===== config.mk =====
export PLATFORM = sky130hd
export DESIGN_NAME = iq2_status_ctrl
export DESIGN_NICKNAME = d
export VERILOG_FILES = /design/src/iq2_pkg.sv /design/src/iq2_status_ctrl.sv
export SDC_FILE = /design/constraint.sdc
export NUM_CORES = 1
export LEC_CHECK = 0
export BUFFER_PORTS_ARGS = -buffer_cell sky130_fd_sc_hd__buf_2
export CAP_MARGIN = 20
export CORE_UTILIZATION = 55
export CTS_BUF_LIST = sky130_fd_sc_hd__clkbuf_16
export DETAILED_ROUTE_END_ITERATION = 10
export PLACE_DENSITY = 0.72
export SETUP_SLACK_MARGIN = 0.1
export SKIP_LAST_GASP = 1
export SLEW_MARGIN = 0
export SYNTH_ARGS = -nofsm -noshare
export SYNTH_HDL_FRONTEND = slang
export SYNTH_SLANG_ARGS = --single-unit

===== constraint.sdc =====
create_clock -name clk -period 40 [get_ports clk]
set_input_delay 12 -clock clk [delete_from_list [all_inputs] [get_ports clk]]
set_output_delay 12 -clock clk [all_outputs]
set_load 0.02 [all_outputs]

===== src/iq2_pkg.sv =====
// Purpose: Constants and carriers for the second interrupt status bank.
// Assumes: 16-bit register port, one register per 16-bit address.
// Notes:   Raw status inputs travel together as one packed struct.
package iq2_pkg;

  localparam int unsigned ADDR_W = 16;
  localparam int unsigned DATA_W = 16;

  // Register addresses
  localparam logic [15:0] ADDR_MEM_IF_BLOCK_FLAGS   = 16'h191f;
  localparam logic [15:0] ADDR_MASK_FIRST           = 16'h1940;
  localparam logic [15:0] ADDR_MASK_LAST            = 16'h195f;
  localparam logic [15:0] ADDR_RAW_BOOT_CTRL        = 16'h1980;
  localparam logic [15:0] ADDR_RAW_LOOP_LOCK        = 16'h1981;
  localparam logic [15:0] ADDR_RAW_JACK_MIC         = 16'h1986;
  localparam logic [15:0] ADDR_RAW_RATE_CONV_LOCK   = 16'h1988;
  localparam logic [15:0] ADDR_RAW_SHORT_CIRCUIT    = 16'h198b;
  localparam logic [15:0] ADDR_RAW_OUTPUT_ENABLE    = 16'h198c;
  localparam logic [15:0] ADDR_RAW_OUTPUT_DISABLE   = 16'h198d;
  localparam logic [15:0] ADDR_RAW_SPEAKER_THERMAL  = 16'h198e;
  localparam logic [15:0] ADDR_PIN_LEVEL_LOW        = 16'h1990;
  localparam logic [15:0] ADDR_PIN_LEVEL_MID        = 16'h1991;
  localparam logic [15:0] ADDR_PIN_LEVEL_HIGH       = 16'h1992;
  localparam logic [15:0] ADDR_EVENT_FIFO_NONEMPTY  = 16'h1995;
  localparam logic [15:0] ADDR_EVENT_FIFO_FULL      = 16'h1996;
  localparam logic [15:0] ADDR_EVENT_FIFO_WATERMARK = 16'h1997;
  localparam logic [15:0] ADDR_DSP_DMA_STATE        = 16'h1998;
  localparam logic [15:0] ADDR_DSP_BUSY_STATE       = 16'h199d;
  localparam logic [15:0] ADDR_IRQ_OUT1_CONTROL     = 16'h1a80;
  localparam logic [15:0] ADDR_IRQ_OUT2_CONTROL     = 16'h1a82;
  localparam logic [15:0] ADDR_IRQ_OUT_STATE        = 16'h1aa0;

  // Field positions
  localparam int unsigned MASK_COUNT       = 32;
  localparam logic [4:0]  MASK_IDX_MEM_IF  = 5'h1f;
  localparam int unsigned MEM_IF_COUNT     = 3;
  localparam int unsigned BIT_BOOT_DONE    = 7;
  localparam int unsigned BIT_CTRL_ERR     = 12;
  localparam int unsigned BIT_LOCK_LO      = 8;
  localparam int unsigned BIT_JACK1        = 0;
  localparam int unsigned BIT_JACK2        = 2;
  localparam int unsigned BIT_MIC_CLAMP    = 4;
  localparam int unsigned BIT_OUT_POLARITY = 10;
  localparam int unsigned BIT_OUT_BLOCK    = 11;
  localparam int unsigned BIT_OUT1_STATE   = 0;
  localparam int unsigned BIT_OUT2_STATE   = 1;

  // Reset values
  localparam logic [15:0] MASK_RESET         = 16'hffff;
  localparam logic        OUT1_BLOCK_RESET   = 1'b0;
  localparam logic        OUT2_BLOCK_RESET   = 1'b0;
  localparam logic        OUT_POLARITY_RESET = 1'b1;
  localparam logic [15:0] READ_ZERO          = 16'h0000;

  typedef struct packed {
    logic        ctrl_port_error_state;
    logic        boot_complete_state;
    logic [2:0]  freq_locked_loop_lock;
    logic        mic_clamp_state;
    logic [1:0]  jack_pin_level;
    logic [1:0]  range_ctrl_signal_state;
    logic [3:0]  rate_conv_lock;
    logic [7:0]  out_short_state;
    logic [7:0]  out_on_done;
    logic [7:0]  out_off_done;
    logic        spk_hot_warning;
    logic        spk_hot_limit;
    logic        spk_off_done;
    logic [39:0] pin_level;
    logic [7:0]  log_fifo_has_entries;
    logic [7:0]  log_fifo_is_full;
    logic [7:0]  log_fifo_level_reached;
    logic [6:0]  core_transfer_state;
    logic [6:0]  core_activity_state;
  } iq2_raw_s;

  localparam int unsigned RAW_W = $bits(iq2_raw_s);

  typedef struct packed {
    logic [15:0] addr;
    logic        wr;
    logic        rd;
    logic [15:0] wdata;
  } iq2_req_s;

endpackage : iq2_pkg


===== src/iq2_status_ctrl.sv =====
// Purpose: Second interrupt bank: block flags, masks, raw status, outputs.
// Assumes: Single clk; raw status sources may be asynchronous to clk.
// Notes:   Read data is registered and appears one cycle after rd.
`timescale 1ns/10ps
module iq2_status_ctrl
  import iq2_pkg::*;
(
  input  wire logic                 clk,
  input  wire logic                 reset_n,
  input  wire iq2_req_s             reg_req,
  output logic [DATA_W-1:0]         reg_rdata,
  output logic                      reg_rvalid,
  input  wire logic [MEM_IF_COUNT-1:0] mem_if_block_event,
  input  wire iq2_raw_s             raw_in,
  input  wire logic                 out1_combined_state,
  output logic                      out2_combined_state,
  output logic                      irq1_pin,
  output logic                      irq2_pin
);

  logic                    rst_meta_reg;
  logic                    rst_n_sync;
  logic [RAW_W-1:0]        raw_s1_reg;
  logic [RAW_W-1:0]        raw_s2_reg;
  logic [RAW_W-1:0]        raw_s3_reg;
  logic [RAW_W-1:0]        raw_stable_reg;
  iq2_raw_s                raw;
  logic [MEM_IF_COUNT-1:0] event_prev_reg;
  logic [MEM_IF_COUNT-1:0] block_flag_reg;
  logic [MEM_IF_COUNT-1:0] block_flag_next;
  logic [DATA_W-1:0]       mask_reg [MASK_COUNT];
  logic                    out1_block_reg;
  logic                    out2_block_reg;
  logic                    out_polarity_reg;
  logic                    in_mask_range;
  logic [4:0]              mask_idx;
  logic                    wr_flags;
  logic [DATA_W-1:0]       rdata_next;
  logic                    out1_asserted;
  logic                    out2_asserted;

  // Reset released through two flops
  always_ff @(posedge clk or negedge reset_n) begin
    if (!reset_n) begin
      rst_meta_reg <= 1'b0;
      rst_n_sync   <= 1'b0;
    end else begin
      rst_meta_reg <= 1'b1;
      rst_n_sync   <= rst_meta_reg;
    end
  end

  // Three-stage capture; a change counts once stages two and three agree
  always_ff @(posedge clk or negedge rst_n_sync) begin
    if (!rst_n_sync) begin
      raw_s1_reg     <= '0;
      raw_s2_reg     <= '0;
      raw_s3_reg     <= '0;
      raw_stable_reg <= '0;
    end else begin
      raw_s1_reg <= raw_in;
      raw_s2_reg <= raw_s1_reg;
      raw_s3_reg <= raw_s2_reg;
      raw_stable_reg <= (raw_s2_reg & raw_s3_reg)
                      | (raw_stable_reg & (raw_s2_reg ^ raw_s3_reg));
    end
  end

  assign raw = iq2_raw_s'(raw_stable_reg);

  // Register port decode
  assign in_mask_range = (reg_req.addr >= ADDR_MASK_FIRST)
                       && (reg_req.addr <= ADDR_MASK_LAST);
  assign mask_idx      = reg_req.addr[4:0];
  assign wr_flags      = reg_req.wr
                       && (reg_req.addr == ADDR_MEM_IF_BLOCK_FLAGS);

  // Same-clock event sources need no capture stages
  always_ff @(posedge clk or negedge rst_n_sync) begin
    if (!rst_n_sync) begin
      event_prev_reg <= '0;
    end else begin
      event_prev_reg <= mem_if_block_event;
    end
  end

  // A new edge in the clearing cycle keeps the flag set
  always_comb begin
    block_flag_next = block_flag_reg;
    if (wr_flags) begin
      block_flag_next = block_flag_reg
                      & ~reg_req.wdata[MEM_IF_COUNT-1:0];
    end
    block_flag_next = block_flag_next
                    | (mem_if_block_event & ~event_prev_reg);
  end

  always_ff @(posedge clk or negedge rst_n_sync) begin
    if (!rst_n_sync) begin
      block_flag_reg <= '0;
    end else begin
      block_flag_reg <= block_flag_next;
    end
  end

  // Mask bank; unused entries still hold their value for software
  genvar gi;
  generate
    for (gi = 0; gi < MASK_COUNT; gi++) begin : g_mask
      always_ff @(posedge clk or negedge rst_n_sync) begin
        if (!rst_n_sync) begin
          mask_reg[gi] <= MASK_RESET;
        end else if (reg_req.wr && in_mask_range
                     && (mask_idx == 5'(gi))) begin
          mask_reg[gi] <= reg_req.wdata;
        end
      end
    end
  endgenerate

  // Output control registers
  always_ff @(posedge clk or negedge rst_n_sync) begin
    if (!rst_n_sync) begin
      out1_block_reg   <= OUT1_BLOCK_RESET;
      out_polarity_reg <= OUT_POLARITY_RESET;
    end else if (reg_req.wr && (reg_req.addr == ADDR_IRQ_OUT1_CONTROL)) begin
      out1_block_reg   <= reg_req.wdata[BIT_OUT_BLOCK];
      out_polarity_reg <= reg_req.wdata[BIT_OUT_POLARITY];
    end
  end

  always_ff @(posedge clk or negedge rst_n_sync) begin
    if (!rst_n_sync) begin
      out2_block_reg <= OUT2_BLOCK_RESET;
    end else if (reg_req.wr && (reg_req.addr == ADDR_IRQ_OUT2_CONTROL)) begin
      out2_block_reg <= reg_req.wdata[BIT_OUT_BLOCK];
    end
  end

  // Combined state of the bank
  assign out2_combined_state = |(block_flag_reg
      & ~mask_reg[MASK_IDX_MEM_IF][MEM_IF_COUNT-1:0]);

  assign out1_asserted = out1_combined_state && !out1_block_reg;
  assign out2_asserted = out2_combined_state && !out2_block_reg;

  // Pins registered so they never glitch while the mask is rewritten
  always_ff @(posedge clk or negedge rst_n_sync) begin
    if (!rst_n_sync) begin
      irq1_pin <= OUT_POLARITY_RESET;
      irq2_pin <= OUT_POLARITY_RESET;
    end else begin
      irq1_pin <= out1_asserted ^ out_polarity_reg;
      irq2_pin <= out2_asserted ^ out_polarity_reg;
    end
  end

  // Read mux; unmapped and reserved bits read zero
  always_comb begin
    rdata_next = READ_ZERO;
    case (reg_req.addr)
      ADDR_MEM_IF_BLOCK_FLAGS: begin
        rdata_next[MEM_IF_COUNT-1:0] = block_flag_reg;
      end
      ADDR_RAW_BOOT_CTRL: begin
        rdata_next[BIT_CTRL_ERR]  = raw.ctrl_port_error_state;
        rdata_next[BIT_BOOT_DONE] = raw.boot_complete_state;
      end
      ADDR_RAW_LOOP_LOCK: begin
        rdata_next[BIT_LOCK_LO+:3] = raw.freq_locked_loop_lock;
      end
      ADDR_RAW_JACK_MIC: begin
        rdata_next[BIT_JACK1]     = !raw.jack_pin_level[0];
        rdata_next[BIT_JACK2]     = !raw.jack_pin_level[1];
        rdata_next[BIT_MIC_CLAMP] = raw.mic_clamp_state;
      end
      ADDR_RAW_RATE_CONV_LOCK: begin
        rdata_next[BIT_LOCK_LO+:4] = raw.rate_conv_lock;
        rdata_next[1:0]            = raw.range_ctrl_signal_state;
      end
      ADDR_RAW_SHORT_CIRCUIT: begin
        rdata_next[7:0] = raw.out_short_state;
      end
      ADDR_RAW_OUTPUT_ENABLE: begin
        rdata_next[7:0] = raw.out_on_done;
      end
      ADDR_RAW_OUTPUT_DISABLE: begin
        rdata_next[7:0] = raw.out_off_done;
      end
      ADDR_RAW_SPEAKER_THERMAL: begin
        rdata_next[2:0] = {raw.spk_hot_warning, raw.spk_hot_limit,
                           raw.spk_off_done};
      end
      ADDR_PIN_LEVEL_LOW: begin
        rdata_next = raw.pin_level[15:0];
      end
      ADDR_PIN_LEVEL_MID: begin
        rdata_next = raw.pin_level[31:16];
      end
      ADDR_PIN_LEVEL_HIGH: begin
        rdata_next[7:0] = raw.pin_level[39:32];
      end
      ADDR_EVENT_FIFO_NONEMPTY: begin
        rdata_next[7:0] = raw.log_fifo_has_entries;
      end
      ADDR_EVENT_FIFO_FULL: begin
        rdata_next[7:0] = raw.log_fifo_is_full;
      end
      ADDR_EVENT_FIFO_WATERMARK: begin
        rdata_next[7:0] = raw.log_fifo_level_reached;
      end
      ADDR_DSP_DMA_STATE: begin
        rdata_next[6:0] = raw.core_transfer_state;
      end
      ADDR_DSP_BUSY_STATE: begin
        rdata_next[6:0] = raw.core_activity_state;
      end
      ADDR_IRQ_OUT1_CONTROL: begin
        rdata_next[BIT_OUT_BLOCK]    = out1_block_reg;
        rdata_next[BIT_OUT_POLARITY] = out_polarity_reg;
      end
      ADDR_IRQ_OUT2_CONTROL: begin
        rdata_next[BIT_OUT_BLOCK] = out2_block_reg;
      end
      ADDR_IRQ_OUT_STATE: begin
        rdata_next[BIT_OUT1_STATE] = out1_combined_state;
        rdata_next[BIT_OUT2_STATE] = out2_combined_state;
      end
      default: begin
        if (in_mask_range) begin
          rdata_next = mask_reg[mask_idx];
        end
      end
    endcase
  end

  always_ff @(posedge clk or negedge rst_n_sync) begin
    if (!rst_n_sync) begin
      reg_rdata  <= READ_ZERO;
      reg_rvalid <= 1'b0;
    end else begin
      reg_rvalid <= reg_req.rd;
      if (reg_req.rd) begin
        reg_rdata <= rdata_next;
      end
    end
  end

endmodule : iq2_status_ctrl


==> results of run 1 <==
## final cells by class
cell class	count	area (µm²)
tap	969	1210
timing repair buffer	232	1390
clock buffer	101	2530
multi-input combinational	1326	14400
inverter	10	37.5
fill	5271	27900
antenna	8	20.0
clock inverter	87	781
sequential	1018	26100
## per-stage QoR
| step | power (mW) | hold slack (ns) |
|---|---|---|
| final | 2.12 | 0.330 |
| after global routing | 2.19 | 0.330 |
| after floorplan | 1.16 | 0.331 |
| after detailed placement | 1.20 | 0.335 |
| after global placement | 1.20 | 0.333 |
| after CTS | 2.14 | 0.322 |
## cells in the final DEF, fill, tap and decap left out, types with 11 or more instances in the layout
| cell | synthesis | final |
|---|---|---|
| sky130_fd_sc_hd__dfstp_2 | 515 | 515 |
| sky130_fd_sc_hd__dfrtp_1 | 503 | 502 |
| sky130_fd_sc_hd__mux2_2 | 431 | 431 |
| sky130_fd_sc_hd__buf_2 | 44 | 175 |
| sky130_fd_sc_hd__mux4_2 | 125 | 125 |
| sky130_fd_sc_hd__a21o_1 | 119 | 119 |
| sky130_fd_sc_hd__ha_1 | 119 | 119 |
| sky130_fd_sc_hd__clkbuf_16 | 0 | 101 |
| sky130_fd_sc_hd__nand2_1 | 84 | 84 |
| sky130_fd_sc_hd__buf_4 | 11 | 52 |
| sky130_fd_sc_hd__mux2_1 | 51 | 51 |
| sky130_fd_sc_hd__mux2_4 | 50 | 50 |
| sky130_fd_sc_hd__inv_1 | 9 | 39 |
| sky130_fd_sc_hd__nor2_1 | 39 | 39 |
| sky130_fd_sc_hd__a22oi_1 | 38 | 38 |
| sky130_fd_sc_hd__mux2i_1 | 23 | 23 |
| sky130_fd_sc_hd__clkinv_1 | 0 | 19 |
| sky130_fd_sc_hd__nand3_1 | 16 | 16 |
| sky130_fd_sc_hd__clkinv_2 | 0 | 16 |
| sky130_fd_sc_hd__nand4_1 | 14 | 14 |
| sky130_fd_sc_hd__o22ai_1 | 14 | 14 |
| sky130_fd_sc_hd__a21oi_1 | 13 | 13 |
| sky130_fd_sc_hd__a31oi_1 | 11 | 11 |
## logic make-up (layout without fill, tap and decap cells)
logic type,Yosys count,count (layout)
AOI/OAI and AO/OA,266,266
other,1,9
DFF,1018,1018
buffers and inverters,165,430
xor gates and xnor gates,2,2
adders and majority gates,119,119
and+or+nand+nor,258,258
muxes,680,680
## worst paths after layout
kind | endpoint | slack, ns
min in group asynchronous | raw_s1_reg[21] | 0.37
min | raw_s2_reg[110] | 0.33
max in group asynchronous | rst_n_sync | 28.77
max | mask_reg[295] | 24.95
max reg2reg | raw_s3_reg[63] | 34.86
min reg2reg | raw_s2_reg[110] | 0.33
## power by group through the flow
stage / logic [mW] / registers (mW) / clock network [mW]
finish: 0.0987 / 1.09 / 0.932
global placement: 0.0939 / 1.10 / 0
detailed placement: 0.0977 / 1.10 / 0
CTS: 0.0988 / 1.09 / 0.948
global route: 0.109 / 1.09 / 0.991
floorplan: 0.0479 / 1.11 / 0
## metal layers
metal / share of wire [%] / vias up / global-route usage, %
li1: - / 9577 / -
met1: 41 / 12200 / 37.0
met2: 49 / 780 / 43.4
met3: 6.4 / 221 / 4.76
met4: 3.7 / 10 / 10.1
met5: 0.058 / - / 0
==> results by stage, run 1 <==
Outcome:
- The run finished with clean final reports.

Synth:
- By area, the combinational part of the netlist is dominated by multiplexers.
- The post-synthesis async set-or-reset flop share is 100%.
- The share of synthesized area in the top cell type comes to 32.8%.
- By area the synthesized netlist is led by sky130_fd_sc_hd__dfstp_2, sky130_fd_sc_hd__dfrtp_1, sky130_fd_sc_hd__mux2_2.
- Counting distinct cell types in the post-synthesis netlist gives 81.
- The register bit total from synthesis is 1,018.
- The post-synthesis xor/xnor area fraction is 0.0424%.
- sky130_fd_sc_hd__dfstp_2 takes more of the synthesized area than any other cell.
- The average instance in the mapped netlist occupies 16.5 µm².
- The mapped cell area is 41,300 µm².
- The synthesized net count is 2,787.
- Summing the sequential cell areas from Yosys gives 63.3% of the chip area.
- Of the post-synthesis cell area, the part taken by muxes is 22.3%.
- Synthesis produced 2,509 cells.
- Yosys printed 0 warnings.
- Summing the areas of all and, or, nand and nor instances in the mapped netlist gives 3.86% of the synthesized area.
- The share of the synthesized area in compound gates (AO/OA/AOI/OAI) is 4.82%.
- The dominant synthesized flop cell is sky130_fd_sc_hd__dfstp_2.
- In the post-synthesis netlist, the cell with the most instances is sky130_fd_sc_hd__dfstp_2.
- The number of enable-type register cells in the synthesized netlist is 0.
- After synthesis, the most frequently instantiated cells are sky130_fd_sc_hd__dfstp_2, sky130_fd_sc_hd__dfrtp_1, sky130_fd_sc_hd__mux2_2.
- After Yosys synthesis, full adders, half adders and majority gates account for 3.61% of the synthesized area.

Die:
- The area of the placeable core is 74,300 µm².
- The count of pins on the block boundary is 179.
- Measured along the x axis, the die boundary spans 276 µm.
- For this configuration, the core starts out at a cell density of 55.6%.
- The die outline height is 276 µm.
- The number of rows in the core area is 100.
- The die covers 76,200 µm².

Global route:
- The number of antenna violations at the first check in global routing is 12.
- The first global-routing pass estimated 155,000 µm of wire.
- Global routing finished with a remaining overflow of 0.
- The via count of the first global-routing pass came to 24,700.
- Global routing consumed, over all layers together, 26.9% of the routing resources.
- The maximum number of pins on one net before global-route repair is 92.

Worst setup path:
- The cell type group with the largest total delay on the critical path is simple AND/OR/NAND/NOR gates.
- The critical path launch point is reg_req[18].
- For this design, the slowest cell found on the critical path is sky130_fd_sc_hd__nor2_4.
- The kind of end point of the critical path is a register.
- Data on the critical path is required at its endpoint by 40.59 ns.
- Together, buffers and inverters on the worst path number 1.
- Measured in cells, the most critical reg-to-reg path has a length of 5.
- The worst setup path category is in -> reg.
- The critical path runs through a total of 7 cells.
- The delay of the slowest cell on the worst path is 0.93 ns.
- The endpoint arrival time on the critical path is 15.64 ns.
- The biggest fanout along the worst timing path is 78.
- The startpoint identified for the worst register-to-register timing path is rst_n_sync.
- Traced cell by cell, the critical path runs through buf_8 > nand4_1 > o22ai_2 > nand2_1 > or3_2 > nor2_4 > mux2_2.
- The worst setup path is launched from a primary input.

Layout:
- The register with the most flip-flops in the layout has 512 of them.
- The finished layout holds 3,751 standard cells, fillers aside.
- For this run, the share of the core covered by cells in the final layout is 62.5%.
- The final design instance area without fill is 46,400 µm².
- For this run, the post-layout net count is 2,967.
- The share of cells above drive strength 1 is 55.5%.
- Relative to the synthesized area, the layout overhead comes to 12.5%.

Clock tree:
- No sink is reached through more buffers than the 3 on the longest clock path.
- The number of sinks on the clock net is 1,018.
- For the worst-skew pair, the clock arrives at the later sink with an insertion delay of 0.68 ns.
- The post-CTS setup buffer count is 0.
- The TritonCTS clock tree is done.
- The number of levels the H-tree was split into is 3.
- The number of buffers inserted during clock tree synthesis is 101.
- For this design, the CTS-stage hold fixing added 0 buffers.
- The root cell of the clock tree is sky130_fd_sc_hd__clkbuf_16.
- The clock transition at the registers of the reported paths is 0.06 ns.
- After clock tree synthesis, the repair step resized 0 gates.

Run:
- The max capacitance violation total is 0.

Pwr:
- The internal power is 1.63 mW.
- The peak supply drop is 0.0000412 V.
- The net load switching power is 490 µW.
- The share of total power in combinational logic is 4.7%.
- Sequential cells burn 51.4% of the power.
- Net switching is 23.1% of the power.
- For this design the static power due to leakage is 20.8 nW.
- The proportion of power drawn by the clock network is 44.0%.
- In this run the power density over the cells is 45.6 nW/µm².

Timing:
- The highest clock rate is 66.4 MHz.
- The number of failing hold endpoints at the final stage is 0.
- The sum of negative setup slack is 0 ns.
- The relative max-transition margin is 24.1%.
- The slew at the pin with the worst max-slew slack is 1.12 ns.
- Setup violations remaining at the end of the flow were counted as 0.
- The worst path meets setup with 24.95 ns of slack.
- Dividing the final minimum period by the clock period gives 37.6%.
- Setup repair after global routing left no endpoint under its margin.
- The count of pins over their slew limit was 0.
- The worst setup skew after layout is 0.0292 ns.
- The clock period could shrink to 15.05 ns.

Routing:
- For this run, design rule violations remaining after detail routing come to 0.
- Before antenna repair, the detailed router went through 5 iterations.
- The total detailed-routing wirelength is 100,000 µm.
- The final route contains 22,800 vias.
- For this block, the initial DRC count from the detailed router was 1,690.
- In this run the remaining antenna-violating nets after routing total 0.
- In the final routed layout, each cell accounts on average for 26.7 µm.
- The number of vias per cell after detailed routing is 6.08.

Placed design:
- The congestion estimate from routability-driven global placement came to 0.897.
- The count of placed standard cells including taps is 3,551.
- Once detailed placement completed, the half-perimeter wirelength came to 62,100 µm.
- The placed cell area is 43,000 µm².
- The number of buffers inserted by port buffering is 178.
- The worst slack at placement is 24.32 ns.

Min path:
- The type of the tightest min-delay check is reg -> reg.
- In this run the most critical hold path is launched from raw_s1_reg[110].
- Along the worst hold path, the cell count comes to 0.
Note: power is estimated with default switching activity, not from simulation.
==> inputs of run 2 (changes only) <==
clock period = 15.7 ns   (was 40 ns; I/O delays follow)
==> run 2 against run 1 <==
Effect of this change:
- cell area shrank 0.56%
- core utilization shrank 0.35 points
- wire length shrank 3.8%
- register-to-register slack lost 23 ns
- clock skew shrank 0.0045 ns
- largest cell class unchanged
- sequential power grew to 2.5 times the previous value
- worst hold slack lost 0.025 ns
- sequential cell count is the same
- largest power group unchanged
- total power grew to 2.5 times the previous value
- critical path depth shrank 1
==> results by stage, run 2 (synthesis results as in run 1) <==
Outcome:
- The flow ran to the end, and the final reports show no timing, DRC or antenna violations.

Routing:
- For this run, design rule violations remaining after detail routing come to 0.
- The total detailed-routing wirelength is 96,400 µm.
- Detailed routing placed a total of 5700 µm of wire on met3.
- In the routed layout, each cell is associated on average with a via count of 6.02.
- After detailed routing, the wire length on met1 is 41,100 µm.
- The post-route antenna net violation count is 0.
- The via count is 22,400.
- The first routing iteration left 1,684 violations.
- Signal routing reaches up to met5.
- The pre-antenna-repair detailed-routing pass consisted of 7 iterations.
- The met2 layer wire length in the routed design is 46,200 µm.
- The routed length per placed instance is 25.9 µm.

Layout:
- For this run, the post-layout net count is 2,950.
- The area growth from synthesis to final layout is 11.8%.
- Leaving out fill and tap cells, the most frequent cells in the layout are sky130_fd_sc_hd__dfstp_2, sky130_fd_sc_hd__dfrtp_1, sky130_fd_sc_hd__mux2_2.
- The library cell used most frequently in the layout, excluding fill and tap cells, is sky130_fd_sc_hd__dfstp_2.
- In the final layout, the share of cells above drive strength 1 is 55.1%.
- The register with the most flip-flops in the layout has 512 of them.
- Excluding fillers, the count of instances in the completed layout stands at 3,728.

Global route:
- The first global-routing pass estimated 150,000 µm of wire.
- The maximum number of pins on one net before global-route repair is 200.
- The number of antenna violations at the first check in global routing is 11.
- The via count of the first global-routing pass is 24,400.
- The global-route usage over all layers is 26.0%.
- The total overflow left after global routing is 0.

Timing:
- The sum of negative setup slack is 0 ns.
- The highest clock rate is 129 MHz.
- The relative max-transition margin is 19.2%.
- The number of failing hold endpoints at the final stage is 0.
- The count of pins over their slew limit is 0.
- Dividing the final minimum period by the clock period gives 49.4%.
- The worst path meets setup with 7.94 ns of slack.
- For the pin with the worst max-slew slack, the measured transition is 1.21 ns.
- The final critical-path required period is 7.76 ns.
- Setup repair after global routing left no endpoint under its margin.
- The worst setup skew after layout is 0.0247 ns.
- The number of setup violations in the final report is 0.

Clock tree:
- The tree is rooted in a sky130_fd_sc_hd__clkbuf_16.
- The number of buffers inserted during clock tree synthesis is 100.
- The post-cts hold buffer count is 0.
- TritonCTS built the clock tree.
- The post-CTS setup buffer count is 0.
- The maximum buffer depth of the clock tree is 3.
- The number of sinks on the clock net is 1,018.
- The H-tree generated during clock tree synthesis spans 3 levels.
- The later pin in the worst-skew pair is clocked with a latency of 0.66 ns.
- Post-CTS repair changed the size of 0 cells.
- The clock transition at the registers of the reported paths is 0.06 ns.

Worst setup path:
- The required time of the critical path is 16.27 ns.
- The kind of end point of the critical path is a register.
- For this run, the slowest stage of the critical path takes 1.23 ns.
- Measured in cells, the most critical reg-to-reg path has a length of 4.
- Counting stages on the worst path, the most repeated cell is sky130_fd_sc_hd__nand4_1.
- The minimum setup slack among reg-to-reg paths is 11.44 ns.
- The reg-to-reg critical path endpoint is reg_rdata[9].
- STA classifies the critical path startpoint as a primary input.
- The buffering stage count on the worst path with inverters included is 1.
- The worst flop-to-flop path startpoint is rst_n_sync.
- The biggest fanout along the worst timing path is 57.
- The setup path with the least slack is of type in -> reg.
- Broken down by cell family, the worst path's largest delay share belongs to simple AND/OR/NAND/NOR gates.
- Walking the worst path, the cells encountered are buf_8 > nand4_1 > o22ai_2 > nand4_1 > nor2_2 > mux2_2.
- Data arrives at the worst endpoint at 8.33 ns.
- Among all stages on the critical path, the largest delay is contributed by sky130_fd_sc_hd__nor2_2.

Die:
- The area of the placeable core is 74,300 µm².
- For this configuration, the core starts out at a cell density of 55.6%.
- The total die area is 76,200 µm².
- The number of rows in the core area is 100.
- Measured along the x axis, the die boundary spans 276 µm.
- The count of pins on the block boundary is 179.
- The die outline height is 276 µm.

Placed design:
- Prior to clock tree synthesis, the placed netlist has a worst setup slack of 7.28 ns.
- Input and output buffers added on the ports amount to 178.
- Routability-driven placement finished with a final weighted congestion of 0.919.
- The count of placed standard cells including taps is 3,536.
- After legalization and detailed placement, the total HPWL measured 61,300 µm.

Pwr:
- The peak supply drop is 0.000104 V.
- Summed over all cells, the static leakage comes to 20.7 nW.
- Dividing total power by cell area gives a power density of 116 nW/µm².

Run:
- The max capacitance violation total is 0.

Min path:
- The type of the tightest min-delay check is reg -> async.
==> run 2: cell count changes in the layout (fill, tap and decap cells not counted), moves of 3 or more <==
cell,before,now
sky130_fd_sc_hd__clkinv_1,19,25
sky130_fd_sc_hd__diode_2,8,4
sky130_fd_sc_hd__clkinv_16,4,0
sky130_fd_sc_hd__buf_4,52,34
sky130_fd_sc_hd__buf_12,0,3
==> run 2: worst max path at each step <==
stage	cells after the start	slack [ns]	to	start
final	6	7.94	mask_reg[125]	reg_req[18]
after global routing	6	7.79	mask_reg[116]	reg_req[18]
after CTS	6	7.99	mask_reg[125]	reg_req[18]
after detailed placement	6	7.28	mask_reg[121]	reg_req[18]
after global placement	6	7.40	mask_reg[122]	reg_req[18]
after floorplan	0	6.22	block_flag_reg[0]	rst_n_sync
==> run 2: where the power goes <==
group | switching (mW) | total [mW] | internal, mW
clock | 0.995 | 2.33 | 1.34
sequential | 0.0505 | 2.77 | 2.72
combinational | 0.167 | 0.252 | 0.0851
total | 1.21 | 5.35 | 4.14
==> run 2: layout make-up <==
class	count	area [µm²]
clock inverters	83	642
inverters	10	37.5
fillers	5279	28100
clock buffers	102	2550
repair buffers	216	1280
multi-input cells	1326	14300
flip-flops and latches	1018	26100
well taps	969	1210
diodes	4	10.0
==> run 2: layer usage <==
metal,GRT usage (%),vias to the layer above
met1,36.3,12000
met3,5.06,202
met4,9.21,18
met2,41.0,656
met5,0,-
li1,-,9527
==> run 2: stage by stage <==
step | power (mW) | utilization (%) | area (µm²) | hold slack [ns]
5_1_grt | 5.54 | 62.1 | 46200 | 0.344
3_5_place_dp | 3.06 | 57.7 | 42900 | 0.324
4_1_cts | 5.40 | 62.0 | 46100 | 0.329
3_3_place_gp | 3.05 | 57.7 | 42900 | 0.314
2_1_floorplan | 2.95 | - | 41300 | 0.331
6_report | 5.35 | 62.1 | 46200 | 0.305
==> inputs of run 3 (changes only) <==
PLACE_DENSITY = 0.75   (was 0.72)
clock period = 6.38 ns   (was 15.7 ns; I/O delays follow)
==> run 3 against run 2 <==
Effect of this change:
- largest cell class unchanged
- core utilization is 0.089 points higher
- critical endpoint is now mask_reg[335]
- first-iteration DRC count is 8.1% higher
- register-to-register slack worse by 7.4 ns
==> results by stage, run 3 (synthesis results as in run 1) <==
Clock tree:
- Counting along the longest clock path gives a buffer depth of 3.
- After clock tree synthesis, the clock-pin slew on the worst setup and hold paths is 0.06 ns.
- The source-to-sink clock delay at the later pin of the worst-skew pair is 0.67 ns.
- The number of buffers inserted during clock tree synthesis is 100.
- The H-tree was split into 3 levels.
- The number of sinks on the clock net is 1,018.
- The number of gates resized after CTS was 0.
- The TritonCTS clock tree is done.
- The root buffer cell chosen for the clock tree is sky130_fd_sc_hd__clkbuf_16.
- The post-CTS setup buffer count is 0.
- The post-cts hold buffer count is 0.

Placed design:
- The number of buffers inserted by port buffering is 178.
- The last weighted congestion value of the routability-driven placer is 0.915.
- The detailed-placement wirelength estimate is 62,900 µm.

Timing:
- For the final database, setup skew stands at 0.0438 ns.
- The share of the cycle needed by the critical path after routing is 71.6%.
- The count of pins over their slew limit was 0.
- The number of failing hold endpoints at the final stage was 0.
- The slew at the pin with the worst max-slew slack is 1.15 ns.
- The relative max-transition margin is 21.6%.
- The final critical-path required period is 4.57 ns.
- Derived from the worst setup path, the maximum achievable clock frequency is 219 MHz.
- Setup repair after global routing left no endpoint under its margin.
- The sum of negative setup slack is 0 ns.
- The number of setup violations in the final report is 0.

Layout:
- The final net count is 2,966.
- The area growth from synthesis to final layout is 12.0%.
- The core occupancy in the finished layout is 62.2%.
- Leaving out fill and tap cells, the most frequent cells in the layout are sky130_fd_sc_hd__dfstp_2, sky130_fd_sc_hd__dfrtp_1, sky130_fd_sc_hd__mux2_2.
- The register with the most flip-flops in the layout has 512 of them.
- Cells with a size suffix above 1 make up 55.7% of the layout.
- The commonest non-fill, non-tap cell in the layout is sky130_fd_sc_hd__dfstp_2.

Routing:
- The number of vias per cell after detailed routing is 6.05.
- The DRC violations left is 0.
- The number of violations reported at the end of detailed-routing iteration 0 is 1,821.
- In this run the remaining antenna-violating nets after routing total 0.
- In the final routed layout, each cell accounts on average for 25.8 µm.
- Before antenna repair, the detailed router went through 6 iterations.
- The total detailed-routing wirelength is 96,700 µm.
- Detailed routing inserted a total of 22,700 vias.

Min path:
- The worst hold path terminates at raw_s2_reg[70].
- The start point of the worst min-delay path is raw_s1_reg[70].
- The cell depth of the worst hold path is 0.
- The type of the tightest min-delay check is reg -> reg.

Worst setup path:
- The critical path goes through buf_2 > nand4_1 > o22ai_2 > nand2_1 > or3_2 > nor2_4 > mux2_2.
- The endpoint arrival time on the critical path is 5.13 ns.
- The worst register-to-register path begins at rst_n_sync.
- The required time of the critical path is 6.94 ns.
- The delay of the slowest cell on the worst path is 0.89 ns.
- The number of cell instances on the worst register-to-register path is 2.
- STA classifies the critical path startpoint as a primary input.
- The kind of end point of the critical path is a register.
- Of all nets on the critical path, the largest fanout is 37.
- The largest individual stage delay along the critical path comes from the cell sky130_fd_sc_hd__or3_2.
- In this run the critical register-to-register path is captured at mask_reg[248].
- The worst setup path category is in -> reg.
- The setup check on the worst reg-to-reg path leaves a slack of 3.99 ns.

Global route:
- The global-route usage over all layers is 26.1%.
- Entering global routing, the biggest net connects 191 pins.
- The number of antenna violations at the first check in global routing came to 6.
- The wire length of the first global-routing pass is 151,000 µm.
- The via count of the first global-routing pass is 24,800.
- For this run the aggregate overflow at the end of global routing stands at 0.

Die:
- The area of the placeable core is 74,300 µm².
- The count of pins on the block boundary is 179.
- The total die area is 76,200 µm².
- The number of rows in the core area is 100.
- The effective utilization at floorplan is 55.6%.
- The die outline height is 276 µm.
- The width of the die is 276 µm.

Pwr:
- The peak supply drop is 0.000251 V.
- For this design the ratio of total power to cell area is 282 nW/µm².
- The reported leakage power is 20.7 nW.

Run:
- The max capacitance violation total is 0.

Outcome:
- The run finished with clean final reports.
run 3: changes by cell type in the layout (fill, tap and decap cells not counted), sizes merged:
cell and delta:
buf +16, bufinv -5, clkbuf -2, clkinv +13
clkinvlp +1, inv -6
run 3: worst max-delay path: cells and delay by family:
family | cells | cell delay [ns]
AND/OR/NAND/NOR | 4 | 1.90
buffers and inverters | 1 | 0.57
multiplexers | 1 | 0.41
AO/OA/AOI/OAI | 1 | 0.29
run 3: worst max path at each step:
stage                     cells after the start                 to  slack [ns]         from
after CTS                                     7      mask_reg[335]        1.87  reg_req[18]
after detailed placement                      7      mask_reg[323]        1.19  reg_req[18]
final                                         7      mask_reg[335]        1.81  reg_req[20]
after global placement                        7      mask_reg[331]        1.23  reg_req[18]
after floorplan                               0  block_flag_reg[0]       -3.10   rst_n_sync
after global routing                          7      mask_reg[329]        1.69  reg_req[20]
run 3: layer usage:
metal | wire (µm) | track usage, %
met1 | 40000 | 35.8
met2 | 47200 | 41.7
met3 | 5450 | 4.21
met4 | 4060 | 10.8
met5 | 47 | 0
run 3: power breakdown:
part / switching, mW / internal (mW)
sequential: 0.120 / 6.69
combinational: 0.421 / 0.213
clock: 2.52 / 3.09
run 3: layout make-up:
type                    instances  area, µm²
diodes                          4       10.0
clock inverters                86        643
repair buffers                232       1400
clock buffers                 100       2500
flip-flops and latches       1018      26100
multi-input cells            1326      14300
fillers                      5223      28100
inverters                      10       37.5
well taps                     969       1210
run 3: stage by stage:
step                      hold slack, ns  instance area, µm²  total power [mW]  cells  setup WS [ns]
after floorplan                    0.331               41300              7.25   2509          -3.10
final                              0.347               46300              13.0   3745           1.81
after global routing               0.355               46200              13.5   3741           1.69
after CTS                          0.347               46200              13.2   3741           1.87
after detailed placement           0.335               43100              7.54   3555           1.19
after global placement             0.331               43100              7.49   3554           1.23
